## src/hw/arcop_pkg.sv

```systemverilog
package arcop_pkg;

	// Register map of the operand bytes and the control/status register
	localparam logic [7:0] ARCOP_ADDR_BYTE0 = 8'hE9;
	localparam logic [7:0] ARCOP_ADDR_BYTE1 = 8'hEA;
	localparam logic [7:0] ARCOP_ADDR_BYTE2 = 8'hEB;
	localparam logic [7:0] ARCOP_ADDR_BYTE3 = 8'hEC;
	localparam logic [7:0] ARCOP_ADDR_BYTE4 = 8'hED;
	localparam logic [7:0] ARCOP_ADDR_BYTE5 = 8'hEE;
	localparam logic [7:0] ARCOP_ADDR_CTRL  = 8'hEF;

	// Index of each register relative to operand byte 0
	localparam logic [2:0] ARCOP_IDX_BYTE0 = 3'h0;
	localparam logic [2:0] ARCOP_IDX_BYTE1 = 3'h1;
	localparam logic [2:0] ARCOP_IDX_BYTE2 = 3'h2;
	localparam logic [2:0] ARCOP_IDX_BYTE3 = 3'h3;
	localparam logic [2:0] ARCOP_IDX_BYTE4 = 3'h4;
	localparam logic [2:0] ARCOP_IDX_BYTE5 = 3'h5;
	localparam logic [2:0] ARCOP_IDX_CTRL  = 3'h6;

	// Control/status field positions and reset values
	localparam int         ARCOP_ERR_BIT    = 7;
	localparam int         ARCOP_OVF_BIT    = 6;
	localparam int         ARCOP_DIR_BIT    = 5;
	localparam logic [7:0] ARCOP_CTRL_RESET = 8'h00;
	localparam logic [7:0] ARCOP_BYTE_RESET = 8'h00;

	// Execution times in clock cycles
	localparam logic [4:0] ARCOP_CYC_DIV32      = 5'h11;
	localparam logic [4:0] ARCOP_CYC_DIV16      = 5'h09;
	localparam logic [4:0] ARCOP_CYC_MUL        = 5'h0B;
	localparam logic [4:0] ARCOP_CYC_SHIFT_BASE = 5'h03;
	localparam logic [4:0] ARCOP_CYC_NORM_BASE  = 5'h04;

	// Largest product that does not overflow
	localparam logic [31:0] ARCOP_MUL_LIMIT = 32'h0000FFFF;

	typedef enum logic [2:0] {
		ARCOP_OP_NONE,
		ARCOP_OP_DIV32,
		ARCOP_OP_DIV16,
		ARCOP_OP_MUL,
		ARCOP_OP_SHIFT,
		ARCOP_OP_NORM
	} arcop_op_t;

	typedef enum logic [1:0] {
		ARCOP_PH_IDLE,
		ARCOP_PH_LOAD,
		ARCOP_PH_EXEC,
		ARCOP_PH_RESULT
	} arcop_phase_t;

	// One special function register access from the core
	typedef struct packed {
		logic       wr;
		logic       rd;
		logic [7:0] addr;
		logic [7:0] wdata;
	} arcop_sfr_req_t;

	// Outcome of the arithmetic for the current operands
	typedef struct packed {
		logic [47:0] value;
		logic        ovf;
		logic [4:0]  count;
		logic [4:0]  cycles;
	} arcop_alu_res_t;

endpackage : arcop_pkg

```

## src/hw/arcop_alu.sv

```systemverilog
module arcop_alu import arcop_pkg::*; (
	input  wire logic [47:0]    i_operands,
	input  wire arcop_op_t      i_op,
	input  wire logic           i_slr,
	input  wire logic [4:0]     i_sc,
	output arcop_alu_res_t      o_res
);

	logic [31:0] num32;
	logic [15:0] num16;
	logic [15:0] divisor;
	logic [31:0] product;
	logic [5:0]  lead;
	logic        found;
	logic [4:0]  steps;

	assign num32   = i_operands[31:0];
	assign num16   = i_operands[15:0];
	assign divisor = i_operands[47:32];
	assign product = num16 * divisor;

	// Leading zero count; an all-zero value is clamped to the widest count
	always_comb begin
		lead  = 6'h00;
		found = 1'b0;
		for (int i = 31; i >= 0; i--) begin
			if (!found) begin
				if (num32[i]) begin
					found = 1'b1;
				end else begin
					lead = lead + 6'h01;
				end
			end
		end
		steps = (lead > 6'h1F) ? 5'h1F : lead[4:0];
	end

	// Untouched bytes pass through, so the commit can write the whole set
	always_comb begin
		o_res = '{value: i_operands, ovf: 1'b0, count: i_sc, cycles: ARCOP_CYC_DIV32};
		case (i_op)
			ARCOP_OP_DIV32: begin
				o_res.cycles = ARCOP_CYC_DIV32;
				o_res.ovf    = (divisor == 16'h0000);
				if (divisor != 16'h0000) begin
					o_res.value[31:0]  = num32 / {16'h0000, divisor};
					o_res.value[47:32] = 16'((num32 % {16'h0000, divisor}));
				end else begin
					o_res.value[31:0]  = 32'hFFFFFFFF;
					o_res.value[47:32] = num32[15:0];
				end
			end
			ARCOP_OP_DIV16: begin
				o_res.cycles = ARCOP_CYC_DIV16;
				o_res.ovf    = (divisor == 16'h0000);
				if (divisor != 16'h0000) begin
					o_res.value[15:0]  = num16 / divisor;
					o_res.value[47:32] = num16 % divisor;
				end else begin
					o_res.value[15:0]  = 16'hFFFF;
					o_res.value[47:32] = num16;
				end
			end
			ARCOP_OP_MUL: begin
				o_res.cycles      = ARCOP_CYC_MUL;
				o_res.ovf         = (product > ARCOP_MUL_LIMIT);
				o_res.value[31:0] = product;
			end
			ARCOP_OP_SHIFT: begin
				o_res.cycles      = ARCOP_CYC_SHIFT_BASE + ((i_sc - 5'h01) >> 1);
				o_res.value[31:0] = i_slr ? (num32 >> i_sc) : (num32 << i_sc);
			end
			ARCOP_OP_NORM: begin
				o_res.ovf         = num32[31];
				o_res.count       = steps;
				o_res.cycles      = (steps == 5'h00) ? ARCOP_CYC_NORM_BASE :
					ARCOP_CYC_NORM_BASE + ((steps - 5'h01) >> 1);
				o_res.value[31:0] = num32 << steps;
			end
			default: begin
				o_res.cycles = ARCOP_CYC_DIV32;
			end
		endcase
	end

endmodule : arcop_alu

```

## src/hw/arcop_top.sv

```systemverilog
// What this block does
// - Unsigned arithmetic; results overwrite the operand bytes.
// - Writing operand byte 0 opens a sequence.
// - Byte 2 or 3 written selects 32/16 division.
// - Byte 4 selects 16/16 division; byte 1 multiplication.
// - Final write to byte 5 or control starts.
// - Zero shift count normalizes, otherwise shifts.
// - Direction bit: zero left, one right.
// - Shift the 32-bit value, zeros fill in.
// - Normalize until top bit set; count reported.
// - Shift 3 to 18, normalize 4 to 19 cycles.
// - Last result read ends the calculation.
// - Error detection armed by byte 0, disarmed by final read.
// - Write during execution flags error, aborts calculation.
// - Armed operand byte read during execution flags error only; control reads do not.
// - Error flag cleared only by reading control.
// - Overflow on divide by zero, big product, normalized input.
// - Other operations clear overflow; software cannot write it.
module arcop_top import arcop_pkg::*; (
	input  wire logic           i_clk,
	input  wire logic           i_sys_rst,
	input  wire arcop_sfr_req_t i_sfr_req,
	output logic [7:0]          o_sfr_rdata,
	output logic                o_busy
);

	typedef struct packed {
		logic [5:0][7:0] ops;
		logic            err;
		logic            ovf;
		logic            slr;
		logic [4:0]      sc;
		arcop_phase_t    phase;
		arcop_op_t       op;
		logic            armed;
		logic            saw_hi;
		arcop_op_t       mid;
		logic [4:0]      cnt;
		logic            busy;
		logic [7:0]      rdata;
	} arcop_state_t;

	arcop_state_t   s;
	arcop_state_t   next_s;
	arcop_alu_res_t res;
	logic           hit;
	logic [2:0]     idx;
	logic           err_set;
	logic           final_idx;

	// Only the seven documented addresses answer; the rest are ignored
	assign hit = (i_sfr_req.addr >= ARCOP_ADDR_BYTE0) && (i_sfr_req.addr <= ARCOP_ADDR_CTRL);
	assign idx = 3'(i_sfr_req.addr - ARCOP_ADDR_BYTE0);

	// Division ends on byte 5, every other operation on byte 3
	assign final_idx = ((s.op == ARCOP_OP_DIV32) || (s.op == ARCOP_OP_DIV16)) ?
		(idx == ARCOP_IDX_BYTE5) : (idx == ARCOP_IDX_BYTE3);

	// Operands stay still during execution, so the result is formed from them directly
	arcop_alu u_alu (
		.i_operands (s.ops),
		.i_op       (s.op),
		.i_slr      (s.slr),
		.i_sc       (s.sc),
		.o_res      (res)
	);

	// Next state: execution progress first, then reads, then writes, which may abort
	always_comb begin
		next_s  = s;
		err_set = 1'b0;

		// Runs beside the core; commit in the last cycle of the fixed time
		if (s.phase == ARCOP_PH_EXEC) begin
			next_s.cnt = s.cnt + 5'h01;
			if (s.cnt == res.cycles - 5'h01) begin
				next_s.phase = ARCOP_PH_RESULT;
				next_s.ovf   = res.ovf;
				if (s.op == ARCOP_OP_DIV16) begin
					next_s.ops[1:0] = res.value[15:0];
					next_s.ops[5:4] = res.value[47:32];
				end else begin
					next_s.ops = res.value;
				end
				if (s.op == ARCOP_OP_NORM) begin
					next_s.sc = res.count;
				end
			end
		end

		// Reads: control read shows the flags and then clears the error flag
		if (i_sfr_req.rd && hit) begin
			if (idx == ARCOP_IDX_CTRL) begin
				next_s.rdata = {s.err, s.ovf, s.slr, s.sc};
				next_s.err   = 1'b0;
			end else begin
				next_s.rdata = s.ops[idx];
				if (s.phase == ARCOP_PH_EXEC && s.armed) begin
					err_set = 1'b1;
				end
				if (s.phase == ARCOP_PH_RESULT && final_idx) begin
					next_s.phase = ARCOP_PH_IDLE;
					next_s.armed = 1'b0;
				end
			end
		end else if (i_sfr_req.rd) begin
			next_s.rdata = 8'h00;
		end

		// Writes: any write while executing flags an error and drops the result
		if (i_sfr_req.wr && hit) begin
			if (s.phase == ARCOP_PH_EXEC) begin
				err_set      = 1'b1;
				next_s.phase = ARCOP_PH_IDLE;
				next_s.ops   = s.ops;
				next_s.ovf   = s.ovf;
				next_s.sc    = s.sc;
			end
			if (idx == ARCOP_IDX_CTRL) begin
				// Flag bits are hardware owned; only direction and count store
				next_s.slr = i_sfr_req.wdata[ARCOP_DIR_BIT];
				next_s.sc  = i_sfr_req.wdata[4:0];
				if (s.phase == ARCOP_PH_LOAD && s.saw_hi) begin
					next_s.phase = ARCOP_PH_EXEC;
					next_s.cnt   = 5'h00;
					next_s.op    = (i_sfr_req.wdata[4:0] == 5'h00) ?
						ARCOP_OP_NORM : ARCOP_OP_SHIFT;
				end
			end else begin
				next_s.ops[idx] = i_sfr_req.wdata;
				case (idx)
					ARCOP_IDX_BYTE0: begin
						next_s.phase  = ARCOP_PH_LOAD;
						next_s.armed  = 1'b1;
						next_s.saw_hi = 1'b0;
						next_s.mid    = ARCOP_OP_NONE;
					end
					ARCOP_IDX_BYTE1: begin
						next_s.mid = ARCOP_OP_MUL;
					end
					ARCOP_IDX_BYTE2,
					ARCOP_IDX_BYTE3: begin
						next_s.saw_hi = 1'b1;
					end
					ARCOP_IDX_BYTE4: begin
						next_s.mid = ARCOP_OP_DIV16;
					end
					ARCOP_IDX_BYTE5: begin
						// The later of bytes 1 and 4 tells multiply from short divide
						if (s.phase == ARCOP_PH_LOAD && (s.saw_hi || s.mid != ARCOP_OP_NONE)) begin
							next_s.phase = ARCOP_PH_EXEC;
							next_s.cnt   = 5'h00;
							next_s.op    = s.saw_hi ? ARCOP_OP_DIV32 : s.mid;
						end
					end
					default: begin
						next_s.saw_hi = s.saw_hi;
					end
				endcase
			end
		end

		// A new error beats a clearing read in the same cycle
		if (err_set) begin
			next_s.err = 1'b1;
		end
		next_s.busy = (next_s.phase == ARCOP_PH_EXEC);
	end

	// Single state register; operand bytes reset to zero for a defined start
	always_ff @(posedge i_clk or posedge i_sys_rst) begin
		if (i_sys_rst) begin
			s        <= '0;
			s.ops    <= {6{ARCOP_BYTE_RESET}};
			s.err    <= ARCOP_CTRL_RESET[ARCOP_ERR_BIT];
			s.ovf    <= ARCOP_CTRL_RESET[ARCOP_OVF_BIT];
			s.slr    <= ARCOP_CTRL_RESET[ARCOP_DIR_BIT];
			s.sc     <= ARCOP_CTRL_RESET[4:0];
			s.phase  <= ARCOP_PH_IDLE;
			s.op     <= ARCOP_OP_NONE;
			s.mid    <= ARCOP_OP_NONE;
			s.rdata  <= 8'h00;
		end else begin
			s <= next_s;
		end
	end

	// Outputs come straight from the state register
	assign o_sfr_rdata = s.rdata;
	assign o_busy      = s.busy;

	// Reference values that only the checks below read
	logic [31:0] mul_ref;
	logic [31:0] shift_ref;
	logic        wr_hit;
	assign mul_ref   = s.ops[1:0] * s.ops[5:4];
	assign shift_ref = s.slr ? (s.ops[3:0] >> s.sc) : (s.ops[3:0] << s.sc);
	assign wr_hit    = i_sfr_req.wr && hit;
endmodule : arcop_top

```

## config.mk

```make
export PLATFORM = sky130hd
export DESIGN_NAME = arcop_top
export DESIGN_NICKNAME = d
export VERILOG_FILES = /design/src/hw/arcop_pkg.sv /design/src/hw/arcop_alu.sv /design/src/hw/arcop_top.sv
export SDC_FILE = /design/constraint.sdc
export NUM_CORES = 2
export LEC_CHECK = 0
export ABC_AREA = 0
export BUFFER_PORTS_ARGS = -buffer_cell sky130_fd_sc_hd__buf_4
export CORE_ASPECT_RATIO = 0.75
export CORE_MARGIN = 4
export CORE_UTILIZATION = 45
export CTS_CLUSTER_DIAMETER = 40
export DETAILED_ROUTE_END_ITERATION = 12
export SETUP_SLACK_MARGIN = 0.1
export SYNTH_ARGS = -nofsm -noshare
export SYNTH_HDL_FRONTEND = slang
export SYNTH_SLANG_ARGS = --single-unit
```

## constraint.sdc

```tcl
create_clock -name i_clk -period 109.1 [get_ports i_clk]
set_input_delay 32.73 -clock i_clk [delete_from_list [all_inputs] [get_ports i_clk]]
set_output_delay 32.73 -clock i_clk [all_outputs]
set_load 0.005 [all_outputs]
```

==> impl_metrics.ini <==
[run_status]
status = finished, final reports clean

[floorplan]
die_h_um = 293
die_area_um2 = 114000
core_um2 = 107000
row_count = 104
start_util_pct = 45.4
io_pins = 29
die_w_um = 388

[run]
drv_cap = 0

[sta]
fin_crit_sh_pct = 92.3
hold_viol = 0
setup_violations = 0
skew_ns = 0.00877
post-route-min-period_ns = 100.73
relSlewSlack_pct = 14.6
tightestPinTransition_ns = 1.25
rsz0062_at_grt = false
max_freq_ghz = 0.00993
setup_tns_ns = 0
report.final.slew_viol_count = 0

[synthesis]
syn_area_um2 = 48800
ys_ff_latch = 79
synth_top_cell_by_area = ha_1
synth_top_area_share_pct = 17.3
synth_cells = 6714
yosysSeqAreaShare_pct = 4.05
synth_area_leaders = ha_1, fa_1, nand2_1
ys.flop_type = dfrtp_1
synth_async_sr_flop_share_pct = 100
synth-edff-count = 0
syn_nets = 7606
avgSynthCellArea_um2 = 7.27
synth_cell_types = 120
ys_warn_count = 0

[clock_network]
ctsLongestPathBuffers = 2
ctsRootBufferMaster = clkbuf_16
cts_buffers = 9
clk_pin_slew_ns = 0.08
tritoncts = yes
hold_buffers = 0
insertion_delay_ns = 0.37
cts.sinks = 79
h-tree-depth = 3

[drt]
drc = 0
wl_per_cell_um = 23.8
drtAntennaViolNets = 0
first_iter_violations = 5701
viasPerCell = 6.46
vias = 51400
first_pass_iters = 8
wirelength_um = 189000

[place]
dpl.cell_count = 7937
postPlaceCellArea_um2 = 50400
gp_congestion = 1.02
dpl.hpwl_um = 146000
portBuffers = 28

[global_route]
first_global_vias = 48000
overflow = 0
antenna_found_initial = 14
grt_use_total_pct = 32.0
grt_max_degree = 81
grt_pass1_wl_um = 288000

[setup_path]
cp_max_fo = 30
r2r_setup_slack_ns = 8.37
crit_type = register to register
critPathCaptureType = register
cp.arrival_ns = 100.92
cpPeakStageDelay_ns = 0.68
cpMostUsedCell = o21a_1
cp_slowest_cell = or4_1
start_kind = register
required_ns = 109.30

[finish]
final_area_um2 = 50800
stdcell_count = 7962
layout-drive-gt1-share_pct = 8.77
final_common_cell = nand2_1
layout_common_cells = nand2_1, ha_1, nor2_1, a21oi_1, inv_1
fin_nets = 7409
final_core_util_pct = 47.3
syn_to_final_growth_pct = 4.05

[worst_hold_path]
min_path_type = register to register
worst paths after layout:
check,from,to,cells past startpoint
max,register,register,424
max reg2reg,register,register,424
min reg2reg,s[31],s[31],2
max in group asynchronous,i_sys_rst,asynchronous set/reset pin,3
min in group asynchronous,i_sys_rst,o_sfr_rdata[2],2
min,s[31],s[31],2
cell usage after synthesis (all sizes together) (135+ instances only):
cell and number:
nor2 591, fa 196, o31ai 155, mux2 144, inv 357, clkbuf 292, a21oi 458, nand2 754
xor2 135, ha 676, mux2i 189, o21a 295, a21o 144, nor3 341, xnor2 189, o21ai 331
layout make-up:
cell class                 instances  area [um^2]
fill                           10800        56700
multi-input combinational       5902        44100
sequential                        79         1990
tap                             1431         1790
inverter                         364         1370
timing repair buffer             161         1210
clock buffer                      10          239
clock inverter                     6         52.6
antenna                            9         22.5
what timing repair did:
item                       CTS  global route
setup endpoints to repair    0            17
resized for setup            0            10
setup buffers                0             0
critical path: cells and delay by family (launching register included):
family / cells / cell delay [ns]
flip-flops: 1 / 0.36
AO/OA/AOI/OAI: 269 / 61.04
buffers and inverters: 21 / 3.57
multiplexers: 14 / 4.31
AND/OR/NAND/NOR: 89 / 21.20
adder cells (fa/ha/maj): 31 / 9.82
layer usage:
metal / track usage (%) / vias to the layer above / routed length, um
met5: 1.07 / - / 232
met4: 13.2 / 10 / 8990
met3: 9.46 / 499 / 22300
met2: 48.3 / 2551 / 77500
met1: 42.6 / 24200 / 80500
li1: - / 24200 / -
through the flow:
step	hold slack, ns	worst slack (ns)
3_5_place_dp	0.473	7.61
5_1_grt	0.516	0.304
3_3_place_gp	0.466	10.48
6_report	0.488	8.37
4_1_cts	0.489	7.27
2_1_floorplan	0.449	14.78
cell families after synthesis:
kind of cell	Yosys count	synth area share, %
simple gates	2363	22.7
fa+ha+maj	874	25.4
xor+xnor	324	5.81
buf+inv	733	5.81
mux	369	8.86
compound gates	1972	27.3
flops	79	4.05
Power is not shown: default switching activity piles up to over one toggle a cycle in this logic, so the estimate is an artifact.
